File: src/ewsg_pkg.sv
// Package with constants and carrier types for the external wait-state generator
package ewsg_pkg;

    // ==========================================================
    // Address map
    localparam int ADDR_W        = 16;
    localparam int PAGE_BITS     = 14;            // 16K-word pages
    localparam int NUM_PAGES     = 4;
    localparam int IO_COARSE_LSB = 12;            // 4K-word I/O blocks
    localparam int IO_FINE_LSB   = 1;             // Two-word I/O blocks
    localparam int IO_GEN_NUM    = 16;
    localparam int IO_GEN_BITS   = 4;
    localparam logic [ADDR_W-1:0] IO_DATA_BASE = 16'h0050;  // I/O window in data space
    localparam logic [ADDR_W-1:0] IO_DATA_TOP  = 16'h005f;
    localparam int IO_WIN_PORTS  = 16;

    // ==========================================================
    // Wait counts
    localparam int WAIT_W = 3;
    localparam logic [WAIT_W-1:0] WAIT_MAX    = 3'h7;
    localparam logic [WAIT_W-1:0] WAIT_LEGAL4 = 3'h4;
    localparam logic [WAIT_W-1:0] WRITE_CYC   = 3'h2;  // Cycles per write
    localparam logic [WAIT_W-1:0] WAIT_RESET  = 3'h7;

    // ==========================================================
    // Spaces and carriers
    typedef enum logic [1:0] {EWSG_PROG, EWSG_DATA, EWSG_IO} ewsg_space_t;

    typedef struct packed {
        ewsg_space_t        space;
        logic               write;
        logic [ADDR_W-1:0]  addr;
    } ewsg_req_t;

    typedef struct packed {
        logic               io_sel;
        logic               write;
        logic [ADDR_W-1:0]  addr;
    } ewsg_bus_t;

endpackage

File: src/ewsg_core.sv
// External bus wait-state generator with page and I/O wait counts
`timescale 1ns/1ps

// Function
// - Program and data spaces are split into 16K-word pages, each with its own wait count.
// - I/O space has its own generators mapped on two-word or 4K-word boundaries.
// - A wait count is one of 0, 1, 2, 3, 4 or 7, and that many extra cycles are inserted.
// - The external device may stretch an access with ready and the block keeps extending it.
// - I/O ports are reached through data-memory addresses, so data accesses to 0x0050-0x005f reach ports 0 to 15.
// - The I/O space holds 65,536 ports and 16 ports need no external decoding.
// - Every external write takes two machine cycles regardless of the read wait count.
module ewsg_core
    import ewsg_pkg::*;
#(
    parameter int PAGES   = NUM_PAGES,
    parameter int IO_GENS = IO_GEN_NUM
)
(
    // Clock and reset
    input  wire logic                         clk,
    input  wire logic                         resetn,
    // Wait configuration
    input  wire logic [PAGES*WAIT_W-1:0]      prog_wait,
    input  wire logic [PAGES*WAIT_W-1:0]      data_wait,
    input  wire logic [IO_GENS*WAIT_W-1:0]    io_wait,
    input  wire logic                         io_coarse,
    // Core request
    input  wire logic                         req_valid,
    input  wire ewsg_req_t                    req,
    output logic                              req_ready,
    output logic                              done,
    // External bus
    output ewsg_bus_t                         bus_q,
    output logic                              strobe_q,
    input  wire logic                         ready_pin
);

    typedef enum {ST_IDLE, ST_WAIT, ST_READY} ewsg_state_t;

    ewsg_state_t        state_q;
    logic [WAIT_W-1:0]  cnt_q;
    logic [WAIT_W-1:0]  wait_sel;
    logic               ready_s;
    logic               io_hit;
    logic [ADDR_W-1:0]  port_addr;

    ewsg_sync u_sync (
        .clk       (clk),
        .resetn    (resetn),
        .pin_in    (ready_pin),
        .level_out (ready_s)
    );

    // ==========================================================
    // Illegal codes 5 and 6 fall back to the longest count
    function automatic logic [WAIT_W-1:0] legal_wait(input logic [WAIT_W-1:0] w);
        legal_wait = (w > WAIT_LEGAL4 && w != WAIT_MAX) ? WAIT_MAX : w;
    endfunction

    function automatic logic [WAIT_W-1:0] pick(input logic [IO_GENS*WAIT_W-1:0] v,
                                               input int idx);
        pick = v[idx*WAIT_W +: WAIT_W];
    endfunction

    // ==========================================================
    // Address decode and wait selection
    always_comb begin
        int pg;
        int gi;
        pg = 0;
        gi = 0;
        io_hit = (req.space == EWSG_IO) ||
                 (req.space == EWSG_DATA && req.addr >= IO_DATA_BASE
                  && req.addr <= IO_DATA_TOP);
        // Window accesses pick their generator by port number, as direct I/O does
        port_addr = (io_hit && req.space == EWSG_DATA) ? req.addr - IO_DATA_BASE
                                                       : req.addr;
        pg = int'(req.addr[ADDR_W-1:PAGE_BITS]);
        if (io_coarse) begin
            gi = int'(port_addr[ADDR_W-1:IO_COARSE_LSB]);
        end else begin
            gi = int'(port_addr[IO_FINE_LSB +: IO_GEN_BITS]);
        end
        if (io_hit) begin
            wait_sel = legal_wait(pick(io_wait, gi % IO_GENS));
        end else if (req.space == EWSG_PROG) begin
            wait_sel = legal_wait(prog_wait[(pg % PAGES)*WAIT_W +: WAIT_W]);
        end else begin
            wait_sel = legal_wait(data_wait[(pg % PAGES)*WAIT_W +: WAIT_W]);
        end
        if (req.write) begin
            wait_sel = WRITE_CYC - 3'h1;
        end
    end

    assign req_ready = (state_q == ST_IDLE);

    // ==========================================================
    // Access sequencer
    always_ff @(posedge clk or negedge resetn) begin
        if (!resetn) begin
            state_q  <= ST_IDLE;
            cnt_q    <= '0;
            strobe_q <= 1'b0;
            done     <= 1'b0;
        end else begin
            done <= 1'b0;
            unique case (state_q)
                ST_IDLE: begin
                    if (req_valid) begin
                        strobe_q <= 1'b1;
                        cnt_q    <= wait_sel;
                        state_q  <= (wait_sel == '0) ? ST_READY : ST_WAIT;
                    end
                end
                ST_WAIT: begin
                    cnt_q <= cnt_q - 3'h1;
                    if (cnt_q == 3'h1) begin
                        state_q <= ST_READY;
                    end
                end
                ST_READY: begin
                    if (ready_s) begin
                        strobe_q <= 1'b0;
                        done     <= 1'b1;
                        state_q  <= ST_IDLE;
                    end
                end
            endcase
        end
    end

    // ==========================================================
    // Bus capture, held unchanged for the whole access
    always_ff @(posedge clk or negedge resetn) begin
        if (!resetn) begin
            bus_q <= '0;
        end else if (state_q == ST_IDLE && req_valid) begin
            bus_q.io_sel <= io_hit;
            bus_q.write  <= req.write;
            // Full 16-bit port address; low ports decode with no glue
            bus_q.addr   <= port_addr;
        end
    end

    // ==========================================================
    // Checks
    AST_WAIT_LEN: assert property (@(posedge clk) disable iff (!resetn)
        (state_q == ST_IDLE && req_valid && !req.write && wait_sel == 3'h2 && ready_s)
        ##1 ready_s [*3] |-> ##1 done)
        else $error("Two-wait read did not finish on time");
    AST_WRITE_TWO: assert property (@(posedge clk) disable iff (!resetn)
        (state_q == ST_IDLE && req_valid && req.write) ##1 ready_s [*2] |-> ##1 done)
        else $error("Write did not take two cycles");
    AST_READY_HOLD: assert property (@(posedge clk) disable iff (!resetn)
        (state_q == ST_READY && !ready_s) |=> (strobe_q && !done))
        else $error("Access ended while not ready");
    AST_READY_DONE: assert property (@(posedge clk) disable iff (!resetn)
        (state_q == ST_READY && ready_s) |=> (done && !strobe_q))
        else $error("Ready sample did not finish access");
    AST_LEGAL: assert property (@(posedge clk) disable iff (!resetn)
        state_q == ST_WAIT |-> (cnt_q != 3'h0 && cnt_q <= WAIT_MAX))
        else $error("Wait counter out of range");
    AST_IO_MAP: assert property (@(posedge clk) disable iff (!resetn)
        (state_q == ST_IDLE && req_valid && req.space == EWSG_DATA
         && req.addr == IO_DATA_BASE) |=> (bus_q.io_sel && bus_q.addr == 16'h0000))
        else $error("Data access did not reach I/O port");
    AST_PORT_RANGE: assert property (@(posedge clk) disable iff (!resetn)
        (state_q == ST_IDLE && req_valid && req.space == EWSG_IO)
        |=> (bus_q.addr == $past(req.addr)))
        else $error("I/O port address altered");
    AST_STROBE: assert property (@(posedge clk) disable iff (!resetn)
        $rose(strobe_q) |-> $past(state_q == ST_IDLE && req_valid))
        else $error("Strobe without request");
    AST_GRAN: assert property (@(posedge clk) disable iff (!resetn)
        (req.space == EWSG_IO && !req.write && io_coarse
         && req.addr[ADDR_W-1:IO_COARSE_LSB] == 4'h2
         && io_wait[2*WAIT_W +: WAIT_W] <= WAIT_LEGAL4)
        |-> wait_sel == io_wait[2*WAIT_W +: WAIT_W])
        else $error("Coarse I/O generator not used");

    // ==========================================================
    // Further checks
    AST_WAIT_ZERO: assert property (@(posedge clk) disable iff (!resetn)
        (state_q == ST_IDLE && req_valid && !req.write && wait_sel == 3'h0)
        |=> (state_q == ST_READY && strobe_q))
        else $error("Zero-wait read did not go straight to ready");
    AST_WAIT_SEVEN: assert property (@(posedge clk) disable iff (!resetn)
        (state_q == ST_IDLE && req_valid && !req.write && wait_sel == WAIT_MAX && ready_s)
        ##1 ready_s [*8] |-> ##1 done)
        else $error("Seven-wait read did not finish on time");
    AST_NO_FIVE_SIX: assert property (@(posedge clk) disable iff (!resetn)
        (state_q == ST_IDLE && req_valid)
        |-> (wait_sel != 3'h5 && wait_sel != 3'h6))
        else $error("Unsupported wait count loaded");
    AST_WRITE_WAIT: assert property (@(posedge clk) disable iff (!resetn)
        (state_q == ST_IDLE && req_valid && req.write)
        |-> (wait_sel == 3'h1))
        else $error("Write did not load one inserted cycle");
    AST_DONE_PULSE: assert property (@(posedge clk) disable iff (!resetn)
        done
        |=> !done)
        else $error("Done held longer than one cycle");
    AST_BUS_HOLD: assert property (@(posedge clk) disable iff (!resetn)
        (strobe_q && $past(strobe_q))
        |-> $stable(bus_q))
        else $error("Bus changed during an access");
    AST_IDLE_QUIET: assert property (@(posedge clk) disable iff (!resetn)
        (state_q == ST_IDLE)
        |-> !strobe_q)
        else $error("Strobe high while idle");
    AST_IO_WIN_TOP: assert property (@(posedge clk) disable iff (!resetn)
        (state_q == ST_IDLE && req_valid && req.space == EWSG_DATA && req.addr == IO_DATA_TOP)
        |=> (bus_q.io_sel && bus_q.addr == 16'h000f))
        else $error("Top data address did not reach last port");
    AST_FINE_GRAN: assert property (@(posedge clk) disable iff (!resetn)
        (req.space == EWSG_IO && !req.write && !io_coarse
         && req.addr[IO_FINE_LSB +: IO_GEN_BITS] == 4'h3
         && io_wait[3*WAIT_W +: WAIT_W] <= WAIT_LEGAL4)
        |-> wait_sel == io_wait[3*WAIT_W +: WAIT_W])
        else $error("Fine I/O generator not used");
    AST_PAGE_SPLIT: assert property (@(posedge clk) disable iff (!resetn)
        (req.space == EWSG_PROG && !req.write && req.addr[ADDR_W-1:PAGE_BITS] == 2'h2
         && prog_wait[2*WAIT_W +: WAIT_W] <= WAIT_LEGAL4)
        |-> wait_sel == prog_wait[2*WAIT_W +: WAIT_W])
        else $error("Program page wait count not used");
    AST_IO_SEL: assert property (@(posedge clk) disable iff (!resetn)
        (state_q == ST_IDLE && req_valid && req.space == EWSG_IO)
        |=> bus_q.io_sel)
        else $error("I/O access not marked on the bus");

endmodule

File: src/ewsg_sync.sv
// Three-stage synchroniser for the external ready pin
`timescale 1ns/1ps
module ewsg_sync
    import ewsg_pkg::*;
(
    // Clock and reset
    input  wire logic clk,
    input  wire logic resetn,
    // Pin and result
    input  wire logic pin_in,
    output logic      level_out
);

    logic s1_q;
    logic s2_q;
    logic s3_q;

    // ==========================================================
    // Capture chain
    always_ff @(posedge clk or negedge resetn) begin
        if (!resetn) begin
            s1_q <= 1'b1;
            s2_q <= 1'b1;
            s3_q <= 1'b1;
        end else begin
            s1_q <= pin_in;
            s2_q <= s1_q;
            s3_q <= s2_q;
        end
    end

    // ==========================================================
    // Change accepted once second and third agree
    always_ff @(posedge clk or negedge resetn) begin
        if (!resetn) begin
            level_out <= 1'b1;
        end else if (s2_q == s3_q) begin
            level_out <= s3_q;
        end
    end

endmodule

File: config.mk
export PLATFORM = sky130hd
export DESIGN_NAME = ewsg_core
export DESIGN_NICKNAME = d
export VERILOG_FILES = /design/src/ewsg_pkg.sv /design/src/ewsg_core.sv /design/src/ewsg_sync.sv
export SDC_FILE = /design/constraint.sdc
export NUM_CORES = 1
export LEC_CHECK = 0
export ABC_CLOCK_PERIOD_IN_PS = 2300
export BUFFER_PORTS_ARGS = -buffer_cell sky130_fd_sc_hd__buf_2
export CAP_MARGIN = 20
export CORE_MARGIN = 5
export CORE_UTILIZATION = 50
export CTS_CLUSTER_SIZE = 10
export DETAILED_ROUTE_END_ITERATION = 6
export HOLD_SLACK_MARGIN = 0.15
export PLACE_DENSITY = 0.77
export SLEW_MARGIN = 20
export SYNTH_ARGS = -nofsm -noshare
export SYNTH_HDL_FRONTEND = slang
export SYNTH_HIERARCHICAL = 1
export SYNTH_SLANG_ARGS = --single-unit
File: constraint.sdc
create_clock -name clk -period 2.3 [get_ports clk]
set_input_delay 0.345 -clock clk [delete_from_list [all_inputs] [get_ports clk]]
set_output_delay 0.345 -clock clk [all_outputs]
set_load 0.03 [all_outputs]
* Word level (Yosys, flattened, before mapping)
Cells that the tools add are included.
** Operators by class
- $mul :: 2
- Add/sub/neg operators :: 2
- Eq/ne operators :: 12
- Bitwise logic cells :: 1
- $lt $le $gt $ge :: 5
- Shift operators :: 3
- Reduce and logical (&&, ||, !) cells :: 18
- Muxes and demuxes :: 20
** Operators by type and width (number)
- two-way mux 32 bit :: 3
- one-hot mux 32 bit (3 select lines) :: 1
- logical NOT 32 bit :: 2
- indexed part select 48 x 8 -> 3 bit :: 1
- == test 32 x 1 -> 1 bit (second input constant) :: 1
- == test 32 x 2 -> 1 bit (second input constant) :: 1
- indexed part select 12 x 32 -> 3 bit :: 1
- two-way mux 3 bit :: 7
- >= comparator 16 x 7 -> 1 bit (second input constant) :: 1
- <= comparator 16 x 7 -> 1 bit (second input constant) :: 1
- two-way mux 16 bit :: 1
- subtractor 16 x 7 -> 16 bit (second input constant) :: 1
- indexed part select 12 x 5 -> 3 bit :: 1
- > comparator 3 bit (second input constant) :: 3
- inequality test 3 bit (second input constant) :: 3
- multiplier 5 x 3 -> 8 bit (second input constant) :: 1
- logical AND 1 bit :: 7
- one-hot mux 3 bit (2 select lines) :: 1
- AND reduction 3 bit :: 2
- multiplier 2 x 2 -> 4 bit (second input constant) :: 1
- two-way mux 1 bit :: 4
- two-way mux 4 bit :: 1
- inequality test 2 bit (second input constant) :: 2
- nonzero test 2 bit :: 2
- other kinds (14) :: 14
** Word-level totals
- Flip-flop bits (word level) :: 59
- Logic and storage cells :: 74
- Input port bits :: 96
- Output and inout port bits :: 21

* Depth between registers and ports, before layout
- Word-level depth :: 20
- Gate-level depth with buffers :: 27
- Gate-level depth less buffers :: 23

* Modules after synthesis
Netlist, hierarchy kept.
** Modules (own cells, without submodules)
- ewsg_core :: area each 4056.4 um^2, instances 1, seq. area each 625.6 um^2, cells each 546
- ewsg_sync :: area each 116.4 um^2, instances 1, seq. area each 105.1 um^2, cells each 5

* Least setup slack after synthesis
Ideal clock, no wire load.
- Path type :: input -> register
- Start point :: input port req[15] in the netlist's numbering
- End point :: register state_q[0]
- Stages :: 25
- Slack :: -3.259 ns
- Arrival time :: 5.410 ns
- Setup time :: 0.149 ns
- Path buffers :: 7
- Data required time :: 2.151 ns
- Path through :: buf_6 nor4b_4 and4_1 nand2_1 buf_2 buf_2 nor4_1 nor2_1 a21o_1 inv_1 ha_1 ha_1 inv_1 fa_1 buf_2 clkbuf_1 clkbuf_1 buf_1 mux2i_1 o21ai_0 o311ai_0 o2111ai_1 a41o_1 a21boi_2 a31oi_1
** On the way
- Word-level cells in the longest chain between the ends :: 20
- Elaborated cells on any way between the ends :: 35
- Classes of those cells :: add/sub: 1; mul: 2; order compare: 5; eq/ne: 3; shift: 3; mux: 11; bitwise: 1; reduce/logical: 9
** Ends and longest elaborated chain
- from (decl) :: line ewsg_core.sv:29 : input wire ewsg_req_t req,
- >= comparator 16 x 7 -> 1 bit :: line ewsg_core.sv:73 : (req.space == EWSG_DATA && req.addr >= IO_DATA_BASE
- logical AND 1 bit :: line ewsg_core.sv:73
- logical AND 1 bit :: line ewsg_core.sv:74 : && req.addr <= IO_DATA_TOP);
- logical OR 1 bit :: line ewsg_core.sv:72 : io_hit = (req.space == EWSG_IO) ||
- logical AND 1 bit :: line ewsg_core.sv:76 : port_addr = (io_hit && req.space == EWSG_DATA) ? req.addr - IO_DATA_BASE
- two-way mux 16 bit :: line ewsg_core.sv:76
- two-way mux 4 bit :: line ewsg_core.sv:79 : if (io_coarse) begin
- OR reduction 4 bit (no line)
- [... 4 more ...]
- logical AND 1 bit :: line ewsg_core.sv:57 : legal_wait = (w > WAIT_LEGAL4 && w != WAIT_MAX) ? WAIT_MAX : w;
- two-way mux 3 bit :: line ewsg_core.sv:57
- two-way mux 3 bit (*) :: line ewsg_core.sv:84 : if (io_hit) begin
- two-way mux 3 bit (*) :: line ewsg_core.sv:91 : if (req.write) begin
- logical NOT 3 bit (*) :: line ewsg_core.sv:113 : state_q <= (wait_sel == '0) ? ST_READY : ST_WAIT;
- two-way mux 2 bit (*) :: line ewsg_core.sv:113
- two-way mux 32 bit (*) :: line ewsg_core.sv:110 : if (req_valid) begin
- one-hot mux 32 bit (3 select lines) (*) :: line ewsg_core.sv:108 : unique case (state_q)
- to (signal assigned) :: line ewsg_core.sv:113
- to (decl) :: line ewsg_core.sv:40 : ewsg_state_t state_q;
Every way passes the cells marked *; elsewhere a longest branch is shown, timed or not. The select of a mux whose other input is x is not followed.
A chain may end at the register's enable or synchronous reset.

* Worst setup path in the final report
- Start point :: input port req[5] in the netlist's numbering
- End point :: register state_q[0]
Same word-level chain as after synthesis.

==> summary.md <==
| Metric | Value |
|---|---|
| Pre-antenna DRT Iters | `7` |
| Top_reg_cell synth | `dfrtp_1` |
| Row Count | `33` |
| Ratio of cells with drive above 1 in the final layout | `0.4976` |
| Arrival time of the worst setup path | `5130 ps` |
| Average wire per standard cell | `25.73 microns` |
| Endpoints failing hold | `0` |
| Gr ovfl total | `0` |
| Clock skew | `15.04 ps` |
| Setup violators final | `5` |
| Hold path cells | `1` |
| Hold crit path type | `primary input to flop` |
| Hold path endpoint | `u_sync/s1_q` |
| Die width | `101.4 microns` |
| Clk sinks | `29` |
| Max-Cap Viols | `0` |
| DP Wirelength | `15250 microns` |
| Slew headroom | `0.4504` |
| Avg Vias per Cell | `7.233` |
| Worst setup margin | `-2699 ps` |
| Clk Latency, worst-skew pair | `310 ps` |
| Endpoint type of the worst setup path | `flop` |
| Crit path required time | `2430 ps` |
| CP delay by family, top | `compound AO/OA/AOI/OAI gates` |
| Ant. Diodes | `0` |
| TritonCTS clock tree | `yes` |
| Hold Path Origin | `ready_pin` |
| Antenna violations before repair | `0` |
| Htree depth | `2` |
| Asr flop ratio synth | `1.000` |
| Synthesized area | `4173 sq um` |
| DRT iter0 DRCs | `1210` |
| Initial Utilization | `0.5104` |
| Die area | `10270 sq um` |
| Max-slew violations | `0` |
| DRT Wirelength | `24110 microns` |
| Routed Antenna Nets | `0` |
| Tot GR Track Use | `0.4186` |
| Avg Inst Size Synth | `7.573 sq um` |
| Reg-to-Reg End | `state_q[1]` |
| Bufs on Longest Clock Path | `2` |
| Failing checks | `design-rule violations, negative setup slack` |
| Outcome | `finished, violations left` |
| RSZ-0062 raised after global routing | `yes` |
| Cells after synthesis | `551` |
| Tcrit/Tclk final | `2.173` |
| Final critical-path required period | `4999 ps` |
| Sequential fraction of the synthesis area | `0.1751` |
| Reg2reg path depth | `6` |
| Top cell type's share of synthesized area | `0.1499` |
| Lkg Pwr | `3.145 nW` |
| Slew @ Worst Pin | `824.4 ps` |
| Worst-path clk slew | `70 ps` |
| EDFF count, synth | `0` |
| Gpl congestion | `1.037` |
| Max Freq | `200.0 MHz` |
| Critical Path Fanout Max | `8` |
| PwrDens | `755.6 nW/um^2` |
| Final instance area | `6766 sq um` |
| Clk root buf | `clkbuf_8` |
| Slowest CP cell | `fa_2` |
| Synth Net Count | `661` |
| Synth unique cells | `82` |
| Total CTS buffers | `5` |
| IO Port Bufs | `116` |
| Vias post-DR | `6777` |
| Final total power | `5.113 mW` |
| Largest net degree at the start of global routing | `43` |
| Core Footprint | `8175 sq um` |
| Synthesis-to-finish area growth | `62.16%` |
| Worst r2r src | `state_q[0]` |
| Max VDD drop | `559.5 uV` |
| Nets | `941` |
| Yosys top cell by area | `dfrtp_1` |
| Crit Path Class | `primary input to flop` |
| Yosys warns | `6` |
| Number of global-route vias before repair | `6442` |
| Crit path largest cell delay | `620 ps` |
| Startpoint types | `primary input` |
| First-pass GRT wire length | `33620 microns` |
| Yosys reg bits | `29` |
| Buf+Inv Stages, Crit Path | `7` |
| Worst reg-to-reg setup slack | `20 ps` |
| Die height | `101.4 microns` |
| IO Pins | `117` |
| Synth area leaders | `dfrtp_1 15%, mux4_2 5.9%, o21ai_0 5.8%` |
| DRC violations left | `12` |
| DP Area | `6018 sq um` |
cell usage in the layout, fill, tap and decap left out, types with 4 or more instances in the layout:
master and n:
buf_4 190, mux2_2 15, nand2_1 55, a211o_1 4, mux4_2 11, buf_6 9, dfstp_2 4, nand4_1 4
and3_1 6, nand2b_1 6, a21oi_1 21, dfrtp_1 25, a21o_1 4, or4_1 4, mux2i_1 17, nor2_1 52
ha_4 4, o211ai_1 11, clkbuf_8 5, nor2b_1 9, ha_1 8, o2111ai_1 7, nor3_1 23, o22a_1 4
o31ai_1 7, buf_2 113, a21oi_2 4, nor4_1 10, o21ai_0 44, a31oi_1 9, inv_1 16, nand3_1 15
o21ai_1 4
final cells by class:
class,instances,area (sq um)
Clock buffer,5,68.82
Multi-Input combinational cell,459,3546
Timing Repair Buffer,315,2138
Tap cell,105,131.4
Fill cell,515,1409
Inverter,21,86.33
Clock inverter,3,65.06
Sequential cell,29,730.7
repair_timing:
item	4_1_cts	5_1_grt
endpoints found under the hold margin	25	0
setup endpoints to repair	5	5
pin swaps	30	36
gates resized for setup	40	27
buffers inserted	17	18
hold buffers	1	0
kinds of logic (layout without fill, tap and decap cells):
logic type | after synthesis | after routing | synth area share
AOI/OAI and AO/OA | 180 | 180 | 0.3026
adders and majority gates | 15 | 15 | 0.04648
buffers and inverters | 63 | 344 | 0.06297
DFF | 29 | 29 | 0.1751
muxes | 44 | 44 | 0.1430
xor gates and xnor gates | 3 | 3 | 0.006298
and+or+nand+nor | 217 | 217 | 0.2636
state kept, by name, summed over array words and instances (netlist names):
signal and flops:
u_sync/s1_q 1, u_sync/s2_q 1, state_q 2, cnt_q 3
u_sync/level_out 1, u_sync/s3_q 1, done 1, strobe_q 1
bus_q 18
worst max path at each step:
stage | start | endpoint | slack [ps] | cells past startpoint
after global routing | req[5] | cnt_q[0] | -2860 | 26
after floorplan | req[15] | state_q[0] | -2600 | 25
after CTS | req[18] | state_q[0] | -2250 | 21
after detailed placement | req[0] | state_q[0] | -2890 | 22
after global placement | req[5] | state_q[1] | -2670 | 23
final | req[5] | state_q[0] | -2700 | 25
metrics by stage:
step | hold slack (ps) | setup slack (ps) | TNS (ps) | util | std cells
finish | 155.5 | -2699 | -13180 | 0.8277 | 937
global route | 156.2 | -2858 | -14100 | 0.8277 | 937
CTS | 157.9 | -2252 | -10980 | 0.7951 | 921
detailed placement | 349.6 | -2887 | -13900 | 0.7361 | 895
global placement | 350.1 | -2670 | -12990 | 0.7361 | 895
floorplan | 49.41 | -2602 | -12430 | - | 551
cell usage after synthesis, types with 4 or more instances:
cell type,n
a2111oi_0,4
a211o_1,4
a211oi_1,5
a21o_1,4
a21oi_1,25
a31oi_1,10
and3_1,6
buf_1,8
buf_2,9
clkbuf_1,22
dfrtp_1,25
dfstp_2,4
ha_1,13
inv_1,19
mux2_2,15
mux2i_1,18
mux4_2,11
nand2_1,57
nand2b_1,8
nand3_1,17
nand4_1,4
nor2_1,53
nor2b_1,11
nor3_1,24
nor4_1,12
o2111ai_1,8
o211ai_1,11
o21ai_0,48
o22a_1,4
o311ai_0,5
o31ai_1,9
o32ai_1,4
or3_1,4
or4_1,4
where the power goes:
part | internal [mW] | total [mW] | switching (mW)
clock | 0.431 | 0.683 | 0.252
combinational | 1.44 | 3.56 | 2.11
sequential | 0.718 | 0.874 | 0.155
total | 2.59 | 5.11 | 2.52
routing by layer:
layer,track usage,wire length [microns]
met4,0.2648,2418
met3,0.1061,3375
met2,0.6655,10380
met5,0,27
met1,0.5036,7906
(Power assumes the default switching activity.)
